$ cat config.mk
export PLATFORM = sky130hd
export DESIGN_NAME = ext_bus_sequencer
export DESIGN_NICKNAME = d
export VERILOG_FILES = /design/src/ext_bus_step_counter.v /design/src/ext_bus_ref_clock.v /design/src/ext_bus_sequencer.v
export VERILOG_INCLUDE_DIRS = /design/src /design/src/src
export SDC_FILE = /design/constraint.sdc
export NUM_CORES = 1
export LEC_CHECK = 0
export BUFFER_PORTS_ARGS = -buffer_cell sky130_fd_sc_hd__clkbuf_2
export CORE_MARGIN = 2
export CORE_UTILIZATION = 56
export DETAILED_ROUTE_END_ITERATION = 16
export GPL_TIMING_DRIVEN = 1
export PLACE_DENSITY = 0.8
export SETUP_SLACK_MARGIN = 0.05
export SLEW_MARGIN = 40
export SYNTH_ARGS = -nofsm -noshare
export SYNTH_HDL_FRONTEND = slang
export SYNTH_SLANG_ARGS = --single-unit
export TNS_END_PERCENT = 10
$ cat constraint.sdc
create_clock -name SYS_CLK_IN -period 4.69 [get_ports SYS_CLK_IN]
set_clock_uncertainty 0.15 [all_clocks]
set_input_delay 1.1725 -clock SYS_CLK_IN [delete_from_list [all_inputs] [get_ports SYS_CLK_IN]]
set_output_delay 1.1725 -clock SYS_CLK_IN [all_outputs]
set_load 0.01 [all_outputs]
$ cat src/ext_bus_map.vh
// Register offsets, field positions and phase codes of the external bus unit
`ifndef EXT_BUS_MAP_VH
`define EXT_BUS_MAP_VH
// ----------------------------------------------------------------------
// Register byte offsets
// ----------------------------------------------------------------------
`define OFS_CTRL 8'h00
`define OFS_ADDR 8'h04
`define OFS_WDATA 8'h08
`define OFS_RDATA 8'h0C
`define OFS_STATUS 8'h10
`define OFS_CLKCFG 8'h14
`define OFS_TIMING_BLK 4'h2
// ----------------------------------------------------------------------
// Control, status and clock configuration register fields
// ----------------------------------------------------------------------
`define CTRL_START 0
`define CTRL_WRITE 1
`define CTRL_BHE 2
`define CTRL_WIN_LO 4
`define CTRL_WIN_HI 5
`define CTRL_MUX 8
`define STAT_BUSY 0
`define STAT_DONE 1
`define CLK_SRC_SYS 0
`define CLK_FAST_DRV 1
// ----------------------------------------------------------------------
// Timing register fields
// ----------------------------------------------------------------------
`define TIM_AB 0
`define TIM_C_LO 1
`define TIM_C_HI 2
`define TIM_D 3
`define TIM_E_LO 4
`define TIM_E_HI 8
`define TIM_F_LO 9
`define TIM_F_HI 10
`define TIM_RDY_EN 11
`define TIM_EXT_LO 12
`define TIM_EXT_HI 13
`define TIM_WIDTH 14
// ----------------------------------------------------------------------
// Phase codes and widths
// ----------------------------------------------------------------------
`define PH_IDLE 3'h0
`define PH_AB 3'h1
`define PH_C 3'h2
`define PH_D 3'h3
`define PH_E 3'h4
`define PH_F 3'h5
`define CNT_W 5
`define WIN_N 4
`define ADDR_W 24
`define DATA_W 16
`define RST_CTRL 9'h000
`endif

$ cat src/ext_bus_step_counter.v
// Down counter of timing steps within one bus cycle phase
`timescale 1ns/1ps
`default_nettype none
module ext_bus_step_counter #(
  parameter W = 5
) (
  input wire clk_in,
  input wire rst_b_in,
  input wire load_in,
  input wire [W-1:0] load_val_in,
  output wire zero_out
);
  reg [W-1:0] count_r;
  assign zero_out = (count_r == {W{1'b0}});
  always @(posedge clk_in) begin
    if (!rst_b_in) begin
      count_r <= {W{1'b0}};
    end else if (load_in) begin
      count_r <= load_val_in;
    end else if (!zero_out) begin
      count_r <= count_r - {{(W-1){1'b0}}, 1'b1};
    end
  end
endmodule
`default_nettype wire

$ cat src/ext_bus_ref_clock.v
// Reference clock output gate at the system clock rate
`timescale 1ns/1ps
`default_nettype none
module ext_bus_ref_clock (
  input wire clk_in,
  input wire rst_b_in,
  input wire src_sys_in,
  input wire fast_drv_in,
  output wire clk_out
);
  reg en_r;
  // Enable changes only while clock is low, so the gated clock never glitches
  reg en_low_r;
  always @(posedge clk_in) begin
    if (!rst_b_in) begin
      en_r <= 1'b0;
    end else begin
      en_r <= src_sys_in & fast_drv_in;
    end
  end
  always @(negedge clk_in) begin
    en_low_r <= en_r & rst_b_in;
  end
  // Period equals one system clock; a toggling flop would halve the rate
  assign clk_out = clk_in & en_low_r;
endmodule
`default_nettype wire

$ cat src/ext_bus_sequencer.v
// External bus cycle sequencer with APB register access
// Operation
// - Each access runs address setup, command delay, data setup, access, hold in that order, command delay 0 to 3 steps.
// - Phase lengths come from the timing register of the chip-select window being accessed.
// - Address setup lasts 1 or 2 steps, plus up to 3 more when the window changed.
// - Data setup lasts 0 or 1 step; write data settles and shared lines float in multiplexed mode.
// - Access lasts 1 to 32 steps and may be stretched by the ready input when enabled.
// - A hold phase of 0 to 3 steps keeps address and write data driven.
// - Read data is captured on the edge that ends the read strobe.
// - Address changes after the read strobe ends do not disturb captured data.
// - Multiplexed 16-bit shared bus and demultiplexed 24-bit address plus 16-bit data modes exist.
// - A reference clock at the system clock period is driven when selected and enabled.
//
// Our own choices: the APB slave port and the address map.
`timescale 1ns/1ps
`default_nettype none
`include "ext_bus_map.vh"
module ext_bus_sequencer (
  input wire SYS_CLK_IN,
  input wire RST_B_IN,
  input wire PSEL_IN,
  input wire PENABLE_IN,
  input wire PWRITE_IN,
  input wire [7:0] PADDR_IN,
  input wire [31:0] PWDATA_IN,
  output reg [31:0] PRDATA_OUT,
  output reg PREADY_OUT,
  output reg PSLVERR_OUT,
  output reg [`WIN_N-1:0] CS_N_OUT,
  output reg ALE_OUT,
  output reg RD_N_OUT,
  output reg WR_N_OUT,
  output reg BYTE_HIGH_ENABLE_N_OUT,
  output reg [`ADDR_W-1:0] SEP_ADDR_OUT,
  output reg [`DATA_W-1:0] SEP_DATA_OUT,
  output reg SEP_DATA_OE_OUT,
  input wire [`DATA_W-1:0] SEP_DATA_IN,
  output reg [`DATA_W-1:0] SHARED_AD_OUT,
  output reg SHARED_AD_OE_OUT,
  input wire [`DATA_W-1:0] SHARED_AD_IN,
  input wire READY_IN,
  output wire REF_CLOCK_OUT
);
  // --------------------------------------------------------------------
  // Register file
  // --------------------------------------------------------------------
  reg [8:0] ctrl_r;
  reg [`ADDR_W-1:0] addr_r;
  reg [`DATA_W-1:0] wdata_r;
  reg [`DATA_W-1:0] rdata_r;
  reg done_r;
  reg [1:0] clkcfg_r;
  reg [`TIM_WIDTH-1:0] timing_r [0:`WIN_N-1];
  reg start_r;
  reg [2:0] state_r;
  reg [2:0] state_nxt;
  wire apb_setup = PSEL_IN & ~PENABLE_IN;
  wire apb_commit = PSEL_IN & PENABLE_IN & PREADY_OUT;
  wire apb_wr = apb_commit & PWRITE_IN;
  // Four timing words, one per window, indexed by address bits 3:2
  wire is_timing = (PADDR_IN[7:4] == `OFS_TIMING_BLK) &
    (PADDR_IN[1:0] == 2'h0);
  wire [1:0] tim_idx = PADDR_IN[3:2];
  wire busy = (state_r != `PH_IDLE) | start_r;
  wire cycle_end;
  integer i;
  reg [31:0] rd_mux;
  reg map_hit;
  always @* begin
    rd_mux = 32'h0000_0000;
    map_hit = 1'b1;
    if (is_timing) begin
      rd_mux[`TIM_WIDTH-1:0] = timing_r[tim_idx];
    end else begin
      case (PADDR_IN)
        `OFS_CTRL: rd_mux[8:0] = ctrl_r;
        `OFS_ADDR: rd_mux[`ADDR_W-1:0] = addr_r;
        `OFS_WDATA: rd_mux[`DATA_W-1:0] = wdata_r;
        `OFS_RDATA: rd_mux[`DATA_W-1:0] = rdata_r;
        `OFS_STATUS: rd_mux[1:0] = {done_r, busy};
        `OFS_CLKCFG: rd_mux[1:0] = clkcfg_r;
        default: map_hit = 1'b0;
      endcase
    end
  end
  // One wait cycle per transfer: answers stay registered
  always @(posedge SYS_CLK_IN) begin
    if (!RST_B_IN) begin
      PREADY_OUT <= 1'b0;
      PRDATA_OUT <= 32'h0000_0000;
      PSLVERR_OUT <= 1'b0;
    end else begin
      PREADY_OUT <= PSEL_IN & PENABLE_IN & ~PREADY_OUT;
      if (PSEL_IN & PENABLE_IN & ~PREADY_OUT) begin
        PRDATA_OUT <= PWRITE_IN ? 32'h0000_0000 : rd_mux;
        PSLVERR_OUT <= ~map_hit;
      end else begin
        PRDATA_OUT <= 32'h0000_0000;
        PSLVERR_OUT <= 1'b0;
      end
    end
  end
  always @(posedge SYS_CLK_IN) begin
    if (!RST_B_IN) begin
      ctrl_r <= `RST_CTRL;
      addr_r <= {`ADDR_W{1'b0}};
      wdata_r <= {`DATA_W{1'b0}};
      clkcfg_r <= 2'h0;
      start_r <= 1'b0;
      for (i = 0; i < `WIN_N; i = i + 1) begin
        timing_r[i] <= {`TIM_WIDTH{1'b0}};
      end
    end else begin
      if (state_r == `PH_IDLE) begin
        start_r <= 1'b0;
      end
      // Settings are frozen while a cycle runs; a start while busy is lost
      if (apb_wr && !busy) begin
        if (is_timing) begin
          timing_r[tim_idx] <= PWDATA_IN[`TIM_WIDTH-1:0];
        end else begin
          case (PADDR_IN)
            `OFS_CTRL: begin
              ctrl_r <= {PWDATA_IN[8:1], 1'b0};
              start_r <= PWDATA_IN[`CTRL_START];
            end
            `OFS_ADDR: addr_r <= PWDATA_IN[`ADDR_W-1:0];
            `OFS_WDATA: wdata_r <= PWDATA_IN[`DATA_W-1:0];
            `OFS_CLKCFG: clkcfg_r <= PWDATA_IN[1:0];
            default: ;
          endcase
        end
      end
    end
  end
  // Done is sticky; a new completion wins over a write-one clear
  always @(posedge SYS_CLK_IN) begin
    if (!RST_B_IN) begin
      done_r <= 1'b0;
    end else if (cycle_end) begin
      done_r <= 1'b1;
    end else if (apb_wr && PADDR_IN == `OFS_STATUS &&
                 PWDATA_IN[`STAT_DONE]) begin
      done_r <= 1'b0;
    end
  end
  // --------------------------------------------------------------------
  // Phase lengths
  // --------------------------------------------------------------------
  wire [1:0] win = ctrl_r[`CTRL_WIN_HI:`CTRL_WIN_LO];
  wire [`TIM_WIDTH-1:0] sel_cfg = timing_r[win];
  reg [`TIM_WIDTH-1:0] cfg_r;
  reg [1:0] prev_win_r;
  reg prev_valid_r;
  wire win_changed = ~prev_valid_r | (prev_win_r != win);
  wire mux = ctrl_r[`CTRL_MUX];
  wire is_wr = ctrl_r[`CTRL_WRITE];
  // Address setup: base 1..2 steps, plus 0..3 on window change
  wire [`CNT_W-1:0] ab_last = {{(`CNT_W-1){1'b0}}, sel_cfg[`TIM_AB]} +
    (win_changed ? {{(`CNT_W-2){1'b0}},
    sel_cfg[`TIM_EXT_HI:`TIM_EXT_LO]} : {`CNT_W{1'b0}});
  wire [1:0] c_len = cfg_r[`TIM_C_HI:`TIM_C_LO];
  wire d_len = cfg_r[`TIM_D];
  wire [`CNT_W-1:0] e_last = cfg_r[`TIM_E_HI:`TIM_E_LO];
  wire [1:0] f_len = cfg_r[`TIM_F_HI:`TIM_F_LO];
  wire rdy_en = cfg_r[`TIM_RDY_EN];
  wire step_zero;
  reg cnt_load;
  reg [`CNT_W-1:0] cnt_val;
  ext_bus_step_counter #(
    .W(`CNT_W)
  ) u_step (
    .clk_in(SYS_CLK_IN),
    .rst_b_in(RST_B_IN),
    .load_in(cnt_load),
    .load_val_in(cnt_val),
    .zero_out(step_zero)
  );
  // --------------------------------------------------------------------
  // Phase sequencer
  // --------------------------------------------------------------------
  // Zero-length phases are skipped, never reordered
  always @* begin
    state_nxt = state_r;
    cnt_load = 1'b0;
    cnt_val = {`CNT_W{1'b0}};
    case (state_r)
      `PH_IDLE: begin
        if (start_r) begin
          state_nxt = `PH_AB;
          cnt_load = 1'b1;
          cnt_val = ab_last;
        end
      end
      `PH_AB, `PH_C: begin
        if (step_zero) begin
          cnt_load = 1'b1;
          if (state_r == `PH_AB && c_len != 2'h0) begin
            state_nxt = `PH_C;
            cnt_val = {{(`CNT_W-2){1'b0}}, c_len - 2'h1};
          end else if (d_len) begin
            state_nxt = `PH_D;
          end else begin
            state_nxt = `PH_E;
            cnt_val = e_last;
          end
        end
      end
      `PH_D: begin
        if (step_zero) begin
          state_nxt = `PH_E;
          cnt_load = 1'b1;
          cnt_val = e_last;
        end
      end
      `PH_E: begin
        // Ready sampled once per step only after the programmed steps
        if (step_zero && (!rdy_en || READY_IN)) begin
          if (f_len != 2'h0) begin
            state_nxt = `PH_F;
            cnt_load = 1'b1;
            cnt_val = {{(`CNT_W-2){1'b0}}, f_len - 2'h1};
          end else begin
            state_nxt = `PH_IDLE;
          end
        end
      end
      `PH_F: begin
        if (step_zero) begin
          state_nxt = `PH_IDLE;
        end
      end
      default: state_nxt = `PH_IDLE;
    endcase
  end
  assign cycle_end = (state_r != `PH_IDLE) && (state_nxt == `PH_IDLE);
  wire read_done = (state_r == `PH_E) && (state_nxt != `PH_E) && !is_wr;
  always @(posedge SYS_CLK_IN) begin
    if (!RST_B_IN) begin
      state_r <= `PH_IDLE;
      cfg_r <= {`TIM_WIDTH{1'b0}};
      prev_win_r <= 2'h0;
      prev_valid_r <= 1'b0;
      rdata_r <= {`DATA_W{1'b0}};
    end else begin
      state_r <= state_nxt;
      if (state_r == `PH_IDLE && start_r) begin
        cfg_r <= sel_cfg;
        prev_win_r <= win;
        prev_valid_r <= 1'b1;
      end
      // Same edge that raises the read strobe; the bus address is not
      // looked at here, so its change cannot disturb the data
      if (read_done) begin
        rdata_r <= mux ? SHARED_AD_IN : SEP_DATA_IN;
      end
    end
  end
  // --------------------------------------------------------------------
  // Pin drivers
  // --------------------------------------------------------------------
  wire act_nxt = (state_nxt != `PH_IDLE);
  wire ab_nxt = (state_nxt == `PH_AB);
  wire e_nxt = (state_nxt == `PH_E);
  wire wdat_nxt = (state_nxt == `PH_D) | e_nxt | (state_nxt == `PH_F);
  wire launch = (state_r == `PH_IDLE) && start_r;
  reg [`WIN_N-1:0] cs_dec;
  always @* begin
    cs_dec = {`WIN_N{1'b1}};
    if (act_nxt) begin
      cs_dec[win] = 1'b0;
    end
  end
  always @(posedge SYS_CLK_IN) begin
    if (!RST_B_IN) begin
      CS_N_OUT <= {`WIN_N{1'b1}};
      ALE_OUT <= 1'b0;
      RD_N_OUT <= 1'b1;
      WR_N_OUT <= 1'b1;
      BYTE_HIGH_ENABLE_N_OUT <= 1'b1;
      SEP_ADDR_OUT <= {`ADDR_W{1'b0}};
      SEP_DATA_OUT <= {`DATA_W{1'b0}};
      SEP_DATA_OE_OUT <= 1'b0;
      SHARED_AD_OUT <= {`DATA_W{1'b0}};
      SHARED_AD_OE_OUT <= 1'b0;
    end else begin
      CS_N_OUT <= cs_dec;
      ALE_OUT <= ab_nxt & mux;
      RD_N_OUT <= ~(e_nxt & ~is_wr);
      WR_N_OUT <= ~(e_nxt & is_wr);
      BYTE_HIGH_ENABLE_N_OUT <= ~(act_nxt & ctrl_r[`CTRL_BHE]);
      // Address held through hold phase; it changes only at a launch
      if (launch) begin
        SEP_ADDR_OUT <= addr_r;
      end
      SEP_DATA_OUT <= wdata_r;
      SEP_DATA_OE_OUT <= ~mux & is_wr & wdat_nxt;
      SHARED_AD_OUT <= ab_nxt ? addr_r[`DATA_W-1:0] : wdata_r;
      // Shared lines float in data setup and for the read access
      SHARED_AD_OE_OUT <= mux & (ab_nxt |
        (is_wr & (e_nxt | (state_nxt == `PH_F))));
    end
  end
  // --------------------------------------------------------------------
  // Reference clock
  // --------------------------------------------------------------------
  ext_bus_ref_clock u_refclk (
    .clk_in(SYS_CLK_IN),
    .rst_b_in(RST_B_IN),
    .src_sys_in(clkcfg_r[`CLK_SRC_SYS]),
    .fast_drv_in(clkcfg_r[`CLK_FAST_DRV]),
    .clk_out(REF_CLOCK_OUT)
  );
  // Edge spacing (12.5 ns) is software's concern: at 40 MHz one step is
  // 25 ns, so every bus edge is already far enough apart.
endmodule
`default_nettype wire

== After elaboration in Yosys (flattened, before gate mapping) ==
Memory sizes are Yosys's and may differ from the RTL's. A register that Yosys moved wholly into a read port is not among the register bits.
Cells that the tools add are included.
Storage, ports and cells
  memories: 1
  memory bits (writable): 56
  logic and storage cells: 178
  bits in registers: 193
  output and inout bits: 101
Operators by class
  order comparisons: 2
  bitwise gates (word level): 35
  multiplexer cells: 51
  equality and inequality tests: 18
  reduce and logical (&&, ||, !) cells: 37
  add/subtract/negate cells: 4
Memory list
  timing_r: words 4, bits a word 14, rd ports 2, clocked after memory_dff 1, write ports 4, line ext_bus_sequencer.v:53  | reg [`TIM_WIDTH-1:0] timing_r [0:`WIN_N-1];
Operators by type and width (number)
  $mux 16: 2
  $mux 5: 6
  $mux 14: 2
  $pmux 7 s4: 1
  $mux 3: 9
  $pmux 7 s3: 1
  $pmux 5 s4: 1
  $mux 1: 19
  $and 1x1->1: 16
  $eq 8x4->1 const B: 2
  $eq 8x5->1 const B: 2
  $pmux 3 s5: 1
  $reduce_or 14->1: 1
  $eq 3x3->1 const B: 4
  $mux 2: 6
  $not 1->1: 12
  $pmux 2 s6: 1
  $reduce_and 3->1: 4
  $logic_and 1x1->1: 10
  $eq 3x2->1 const B: 3
  $eq 8x3->1 const B: 1
  $logic_not 8->1: 1
  $eq 3x1->1 const B: 2
  $logic_not 3->1: 2
  other kinds (25): 38

== Logic depth before layout (Yosys ltp) ==
Gate-level depths: netlist of the first run.
  depth in word-level cells: 10
  depth in mapped cells: 10

== Hierarchy ==
A second synthesis of the first run with hierarchy kept.
Second synthesis, totals
  cell total of the unflattened synthesis: 985
  area, all modules: 10538.9 um^2
Modules (own cells, without submodules)
  ext_bus_sequencer: cells each 945, times used 1, sequential area each 5265.0 um^2, area each 10177.3 um^2
  ext_bus_step_counter: cells each 34, times used 1, sequential area each 100.1 um^2, area each 297.8 um^2
  ext_bus_ref_clock: cells each 6, times used 1, sequential area each 40.0 um^2, area each 63.8 um^2

==> results of run 1 <==
[metrics by stage]
step / cells / setup TNS, ps / power [µW] / util (%) / cell area (µm²)
after detailed placement: 1351 / 0 / 2620 / 62.2 / 11100
after global placement: 1351 / 0 / 2610 / 62.2 / 11100
after floorplan: 1012 / 0 / 2490 / - / 10200
after CTS: 1398 / -244 / 4820 / 67.6 / 12100
after global routing: 1399 / -279 / 4950 / 67.6 / 12100
final: 1399 / -224 / 4810 / 67.6 / 12100
[critical path: stages, from the launching register on]
cell     delay (ps)
dfxtp_1         290
and2_1          120
buf_2           130
[worst max-delay path by stage]
stage | start | to | slack, ps | cells after the start
2_1_floorplan | RST_B_IN | u_refclk.en_low_r | 340 | 3
3_3_place_gp | u_refclk.en_low_r | REF_CLOCK_OUT | 520 | 2
3_5_place_dp | u_refclk.en_low_r | REF_CLOCK_OUT | 510 | 2
4_1_cts | u_refclk.en_low_r | REF_CLOCK_OUT | -240 | 2
5_1_grt | u_refclk.en_low_r | REF_CLOCK_OUT | -280 | 2
6_report | u_refclk.en_low_r | REF_CLOCK_OUT | -220 | 2
[cell families (layout without fill, tap and decap cells)]
group / after synthesis / count (layout)
fa+ha+maj: 5 / 5
other cells: 1 / 9
simple gates: 398 / 398
mux: 79 / 79
xor+xnor: 5 / 5
compound gates: 165 / 165
buf+inv: 110 / 267
flops: 242 / 242
[per-layer routing]
layer  wire length (µm)  part of all wire [%]  global-route usage (%)  vias to the layer above
li1                   -                     -                       -                     3766
met1              10500                    39                    36.0                     3858
met2              12900                    48                    45.4                      442
met3               2230                   8.3                    5.11                       87
met4               1290                   4.8                    13.2                        0
met5                  0                     0                       0                        -
[registers in the layout (all words and copies together) (netlist names), 3 cells and up, named ones only]
| signal | flops |
|---|---|
| addr_r | 24 |
| wdata_r | 16 |
| state_r | 3 |
| PRDATA_OUT | 24 |
| CS_N_OUT | 4 |
| ctrl_r | 8 |
| cfg_r | 11 |
| SHARED_AD_OUT | 16 |
| timing_r | 56 |
| SEP_ADDR_OUT | 24 |
| rdata_r | 16 |
| SEP_DATA_OUT | 16 |
| u_step.count_r | 5 |
[area by class of cell]
class / instances / area, µm²
multi-input combinational: 660 / 4290
sequential: 242 / 5410
inverter: 29 / 110
fill: 1341 / 5790
clock inverter: 8 / 62.6
tap: 229 / 287
clock buffer: 41 / 918
timing repair buffer: 189 / 1030
antenna: 1 / 2.50
[what timing repair did]
item / CTS / global route
gates resized for setup: 0 / 1
endpoints found under the setup margin: 2 / 2
pin swaps: 0 / 0
[where the power goes]
group | switching (µW) | internal [µW]
Clock | 838 | 1400
Sequential | 30.9 | 2170
Combinational | 224 | 153
[cells in the mapped netlist (all sizes together), types with 3 or more instances]
| library cell | count |
|---|---|
| a21oi | 100 |
| nand3b | 5 |
| inv | 28 |
| mux4 | 36 |
| o21ai | 8 |
| mux2 | 9 |
| nor2b | 7 |
| nand3 | 5 |
| and2 | 29 |
| nor2 | 47 |
| edfxtp | 56 |
| clkbuf | 40 |
| a211oi | 16 |
| dfxtp | 186 |
| ha | 5 |
| o31ai | 3 |
| nor3 | 7 |
| a32oi | 6 |
| and3 | 46 |
| or3 | 3 |
| a31oi | 6 |
| nand2 | 229 |
| mux2i | 34 |
| xnor2 | 4 |
| a22oi | 14 |
| nand2b | 8 |
| buf | 40 |
==> results.toml, run 1 <==
[placed_design]
dp_hpwl_um = 18300
port_buffers = 162
place_ws_ps = 505
gp_congestion = 0.848

[logic_synthesis]
synth-simple-area-share_pct = 18.4
synth_ff_type = "dfxtp_1"
synth_compound_area_share_pct = 9.99
synth.distinct_cells = 61
avgSynthCellArea_um2 = 10.2
synthAdderAreaFrac_pct = 0.613
synthXorXnorAreaFrac_pct = 0.429
yosysSeqAreaShare_pct = 52.9
synthCells = 1005
yosysTopAreaCell = "dfxtp_1"
async_flop_share_pct = 0
ys_ff_latch = 242
syn_area_mm2 = 0.0102
netlist_top_cells_area = "dfxtp_1 (36%), edfxtp_1 (16%), nand2_1 (8.4%), mux4_2 (7.9%), a21oi_1 (4.4%)"
yosysTopAreaCellShare_pct = 36.5
ys_warn_count = 0
yosys-mux-area-fraction_pct = 12.3
synth_edf_count = 56
synth_top_family_by_area = "simple AND/OR/NAND/NOR gates"

[setup_path]
worstSetupEndpointType = "output port"
required_ps = 3370
reg2reg_from = "u_refclk.en_r"
rr_worst_depth = 1
r2r_setup_slack_ps = 1720
worst_ep_arrival_time_ps = 3590
critical_path.max_fanout = 1
critPathLaunchType = "register"
reg2reg_to = "u_refclk.en_low_r"
crit_type = "register to output port"

[cells_and_area]
drive_gt1_share_pct = 25.9
final_cell_mix = "nand2_1 (228), dfxtp_1 (186), clkbuf_2 (161)"
layout.nets = 1235
area_delta_synth_final_pct = 18.6
final_common_cell = "nand2_1"

[grt]
grt_max_degree = 87
grt_pass1_wl_um = 42200
grt.overflow.total = 0
grt_use_total_pct = 27.8
antenna_found_initial = 1
grt_pass1_vias = 7920

[drt]
wl_per_cell_um = 19.2
drc_errors = 0
ant_nets = 0
wirelength_um = 26900
firstDrtPassIters = 5
viasPerCell = 5.83
first_iter_violations = 820
vias = 8153

[pwr]
peakVddDrop_mv = 0.342
power.density_mw_per_mm2 = 397
power.leakage_uw = 0.00496

[status]
status = "finished with violations"
violations = "negative setup slack"

[floorplan]
initial_utilization_pct = 57.0
core-area_mm2 = 0.0179
die_x_um = 139
die_area_mm2 = 0.0193
die_y_um = 139
io_pins = 179
rows = 49

[timing]
final_hold_viol_count = 0
slew_headroom_pct = 47.4
rsz0062_at_grt = "true"
tightest_slew_ps = 788
fin_worst_hold_slack_ps = 272
finalSetupViolCount = 2
setup_ws_ps = -224
finalMaxSlewViolations = 0

[cts]
cts_tree = "yes"
clk_latency_ps = 640
cts_setup_buffers = 0
cts_hold_buf = 0
clkSlewWorstSetupHoldPaths_ps = 60

[run]
max_cap_viol_count = 0

[hold_path]
hold_path.class = "register to register"
worstHoldPathCells = 1
hp-start = "ctrl_r[2]"
whs_endpoint = "BYTE_HIGH_ENABLE_N_OUT"
(Power assumes the default switching activity.)
==> run 2: changes to the inputs <==
--- a/config.mk
+++ b/config.mk
@@ -8,10 +8,11 @@
 export LEC_CHECK = 0
 export BUFFER_PORTS_ARGS = -buffer_cell sky130_fd_sc_hd__clkbuf_2
 export CORE_MARGIN = 2
-export CORE_UTILIZATION = 56
+export CORE_UTILIZATION = 60
 export DETAILED_ROUTE_END_ITERATION = 16
 export GPL_TIMING_DRIVEN = 1
-export PLACE_DENSITY = 0.8
+export PLACE_DENSITY = 0.85
+export REMOVE_ABC_BUFFERS = 1
 export SETUP_SLACK_MARGIN = 0.05
 export SLEW_MARGIN = 40
 export SYNTH_ARGS = -nofsm -noshare
==> constraint.sdc (replaced) <==
create_clock -name SYS_CLK_IN -period 6.4 [get_ports SYS_CLK_IN]
set_clock_uncertainty 0.15 [all_clocks]
set_input_delay 1.6 -clock SYS_CLK_IN [delete_from_list [all_inputs] [get_ports SYS_CLK_IN]]
set_output_delay 1.6 -clock SYS_CLK_IN [all_outputs]
set_load 0.01 [all_outputs]
==> results.toml, run 2 (synthesis gave the netlist of run 1 again) <==
[cells_and_area]
final_util_pct = 72.0
layout.nets = 1225
n_antenna_cell = 0
drive_gt1_share_pct = 25.6
final_common_cell = "nand2_1"
area_delta_synth_final_pct = 16.9
top_register = "timing_r"
largest_register_ff_count = 56
final_cell_mix = "nand2_1 (227), dfxtp_1 (184), clkbuf_2 (162)"

[grt]
grt.overflow.total = 0
grt_max_degree = 60
grt_pass1_vias = 8151
grt_pass1_wl_um = 42000
antenna_found_initial = 0
grt_use_total_pct = 30.3

[drt]
ant_nets = 0
vias = 8279
wl_per_cell_um = 20.2
drc_errors = 0
first_iter_violations = 768
firstDrtPassIters = 6
wirelength_um = 27800
viasPerCell = 6.01

[setup_path]
r2r_setup_slack_ps = 2590
reg2reg_to = "u_refclk.en_low_r"
reg2reg_from = "u_refclk.en_r"
worst_ep_arrival_time_ps = 4510
critical_path.max_fanout = 1
crit_type = "register to output port"
rr_worst_depth = 1
required_ps = 4650
worstSetupEndpointType = "output port"
critPathLaunchType = "register"

[pwr]
report.power.total_uw = 3360
power.leakage_uw = 0.00487
peakVddDrop_mv = 0.223
power.density_mw_per_mm2 = 281

[timing]
setup_ws_ps = 145
finalSetupViolCount = 0
tightest_slew_ps = 878
slew_headroom_pct = 41.4
final_hold_viol_count = 0
finalMaxSlewViolations = 0
fin_worst_hold_slack_ps = 303
tns_ps = 0
rsz0062_at_grt = "false"

[placed_design]
dp_hpwl_um = 17400
place_ws_ps = 944
port_buffers = 162
gp_congestion = 0.880

[cts]
cts_tree = "yes"
cts_hold_buf = 0
clk_latency_ps = 620
clkSlewWorstSetupHoldPaths_ps = 60

[floorplan]
rows = 47
io_pins = 179
die_area_mm2 = 0.0181
die_x_um = 134
die_y_um = 134
initial_utilization_pct = 61.6
core-area_mm2 = 0.0166

[run]
max_cap_viol_count = 0

[hold_path]
whs_endpoint = "SEP_ADDR_OUT[22]"
hp-start = "SEP_ADDR_OUT[22]"
hold_path.class = "register to register"
worstHoldPathCells = 2

[status]
status = "finished clean"
## run 2: cell count changes in the layout (fill, tap and decap cells not counted), moves of 2 or more
cell	change
and2_1	-3
dfxtp_2	+2
clkbuf_16	-8
inv_1	+2
buf_4	-7
clkinv_2	-3
and2_4	+2
dfxtp_1	-2
clkbuf_1	+2
## run 2: layer usage
metal | vias up | global-route usage, % | wire length (µm)
met4 | 0 | 18.2 | 1390
met2 | 515 | 49.1 | 13400
met1 | 3916 | 37.8 | 10400
met3 | 108 | 5.78 | 2630
met5 | - | 0 | 0
li1 | 3740 | - | -
## run 2: worst max path at each step
stage | startpoint | end | slack [ps]
finish | u_refclk.en_low_r | REF_CLOCK_OUT | 140
global route | u_refclk.en_low_r | REF_CLOCK_OUT | 90
CTS | u_refclk.en_low_r | REF_CLOCK_OUT | 4
detailed placement | u_refclk.en_low_r | REF_CLOCK_OUT | 940
global placement | u_refclk.en_low_r | REF_CLOCK_OUT | 950
floorplan | u_refclk.en_low_r | REF_CLOCK_OUT | 1020
## run 2: worst max-delay path: stages (launching register included)
cell and delay [ps]:
dfxtp_2 310, and2_4 160, clkbuf_2 140
## run 2: what timing repair did
item,4_1_cts,5_1_grt
gates cloned,0,0
hold endpoints to repair,0,0
buffers inserted,0,0
pin swaps,0,0
endpoints found under the setup margin,2,2
resized for setup,0,3
## run 2: layout make-up
class,instances,area (µm²)
Sequential cell,242,5410
Timing Repair Buffer,181,976
Multi-Input combinational cell,660,4320
Fill cell,1205,4650
Tap cell,220,275
Inverter,29,111
Clock inverter,11,116
Clock buffer,35,726
## run 2: power breakdown
group	switching, µW	internal (µW)
Combinational	170	110
Clock	577	887
Sequential	24.2	1590
Total	772	2590
## run 2: through the flow
stage	instances	instance area [µm²]
after floorplan	932	9800
after global placement	1333	11100
after detailed placement	1334	11100
after CTS	1378	11900
after global routing	1378	11900
final	1378	11900
==> run 3: changes to the inputs <==
--- a/config.mk
+++ b/config.mk
@@ -9,6 +9,7 @@
 export BUFFER_PORTS_ARGS = -buffer_cell sky130_fd_sc_hd__clkbuf_2
 export CORE_MARGIN = 2
 export CORE_UTILIZATION = 60
+export CTS_BUF_LIST = sky130_fd_sc_hd__clkbuf_16
 export DETAILED_ROUTE_END_ITERATION = 16
 export GPL_TIMING_DRIVEN = 1
 export PLACE_DENSITY = 0.85
==> results.toml, run 3 (synthesis gave the netlist of run 1 again) <==
[floorplan]
rows = 47
io_pins = 179
die_area_mm2 = 0.0181
core-area_mm2 = 0.0166
initial_utilization_pct = 61.6
die_x_um = 134
die_y_um = 134

[status]
status = "finished clean"

[timing]
rsz0062_at_grt = "false"
tightest_slew_ps = 826
tns_ps = 0
finalMaxSlewViolations = 0
slew_headroom_pct = 44.9
finalSetupViolCount = 0
final_hold_viol_count = 0

[drt]
first_iter_violations = 889
ant_nets = 0
vias = 8257
firstDrtPassIters = 5
drc_errors = 0
viasPerCell = 5.99
wl_per_cell_um = 20.0
wirelength_um = 27600

[pwr]
netSwitchingPower_uw = 767
seq_power_share_pct = 48.9
pwr-share-clk_pct = 42.7
swShare_pct = 23.3
peakVddDrop_mv = 0.214
report.power.total_uw = 3300
power.leakage_uw = 0.00487
internal_power_uw = 2530
power.density_mw_per_mm2 = 277
power_frac_comb_pct = 8.5

[placed_design]
dp_hpwl_um = 17400
gp_congestion = 0.880
port_buffers = 162

[setup_path]
critPathLaunchType = "register"
r2r_setup_slack_ps = 2590
startpoint = "u_refclk.en_low_r"
slowest_stage = "dfxtp_2"
critical_path.max_fanout = 1
reg2reg_to = "u_refclk.en_low_r"
worstSetupEndpointType = "output port"
worst_ep_arrival_time_ps = 4510
path_cells = "and2_4 > clkbuf_2"
crit_family = "flip-flops"
critPathMaxStageDelay_ps = 310
required_ps = 4650
rr_worst_depth = 1
crit_type = "register to output port"
reg2reg_from = "u_refclk.en_r"
critPathBufInv = 1

[cts]
cts_tree = "yes"
cts_setup_buffers = 0
cts_hold_buf = 0
clkSlewWorstSetupHoldPaths_ps = 60
clk_latency_ps = 620

[grt]
grt.overflow.total = 0
grt_max_degree = 60
antenna_found_initial = 1
grt_pass1_vias = 8123
grt_pass1_wl_um = 41800
grt_use_total_pct = 30.2

[cells_and_area]
area_delta_synth_final_pct = 16.5
final_cell_mix = "nand2_1 (227), dfxtp_1 (184), clkbuf_2 (162)"
largest_register_ff_count = 56
fillers = 1214
layout.nets = 1225
drive_gt1_share_pct = 25.4
final_util_pct = 71.7
top_register = "timing_r"
n_antenna_cell = 0
final_common_cell = "nand2_1"

[hold_path]
whs_endpoint = "SEP_ADDR_OUT[22]"
hp-start = "SEP_ADDR_OUT[22]"
worstHoldPathCells = 2
hold_path.class = "register to register"

[run]
max_cap_viol_count = 0
## run 3: cell count changes in the layout (fill, tap and decap cells not counted)
cell	previous run	this run
inv_2	1	3
clkinv_1	1	3
clkbuf_8	4	0
inv_1	30	34
clkbuf_1	4	0
## run 3: area by class of cell
class	instances	area [µm²]	area share, %
multi-input cells	660	4320	36.3
flip-flops and latches	242	5410	45.5
well taps	220	275	2.31
clock buffers	27	656	5.51
repair buffers	181	976	8.21
inverters	29	111	0.936
clock inverters	19	146	1.23
## run 3: worst max-delay path by stage
stage	endpoint	slack, ps	cells past startpoint
after floorplan	REF_CLOCK_OUT	1020	1
final	REF_CLOCK_OUT	140	2
after detailed placement	REF_CLOCK_OUT	940	2
after global routing	REF_CLOCK_OUT	90	2
after CTS	REF_CLOCK_OUT	2	2
after global placement	REF_CLOCK_OUT	950	2
## run 3: tightest hold or removal path, cell delays in order, from the launching register on
cell     delay (ps)
dfxtp_1         310
nand2_1          50
a21oi_1          50
## run 3: per-stage QoR
stage          cell area (µm²)  std cells  setup slack (ps)  hold WS [ps]
2_1_floorplan             9800        932              1020           218
6_report                 11900       1378               139           303
3_5_place_dp             11100       1334               944           295
3_3_place_gp             11100       1333               947           289
5_1_grt                  11900       1378              87.9           320
4_1_cts                  11900       1378              1.68           304
## run 3: power groups by stage
| stage | logic (µW) | registers, µW | clock network [µW] |
|---|---|---|---|
| 2_1_floorplan | 164 | 1640 | 1.96 |
| 3_3_place_gp | 258 | 1640 | 1.96 |
| 3_5_place_dp | 272 | 1640 | 1.96 |
| 4_1_cts | 274 | 1610 | 1430 |
| 5_1_grt | 304 | 1610 | 1480 |
| 6_report | 279 | 1610 | 1410 |
## run 3: repair_timing
item | in CTS | in global routing
gates resized for setup | 0 | 3
endpoints found under the setup margin | 2 | 2
endpoints found under the hold margin | 0 | 0
## run 3: routing by layer
layer | wire length (µm) | part of all wire [%] | global-route usage, %
met1 | 10200 | 37 | 36.9
met2 | 13100 | 48 | 48.8
met3 | 2860 | 10 | 6.80
met4 | 1370 | 5.0 | 18.7
met5 | 0 | 0 | 0
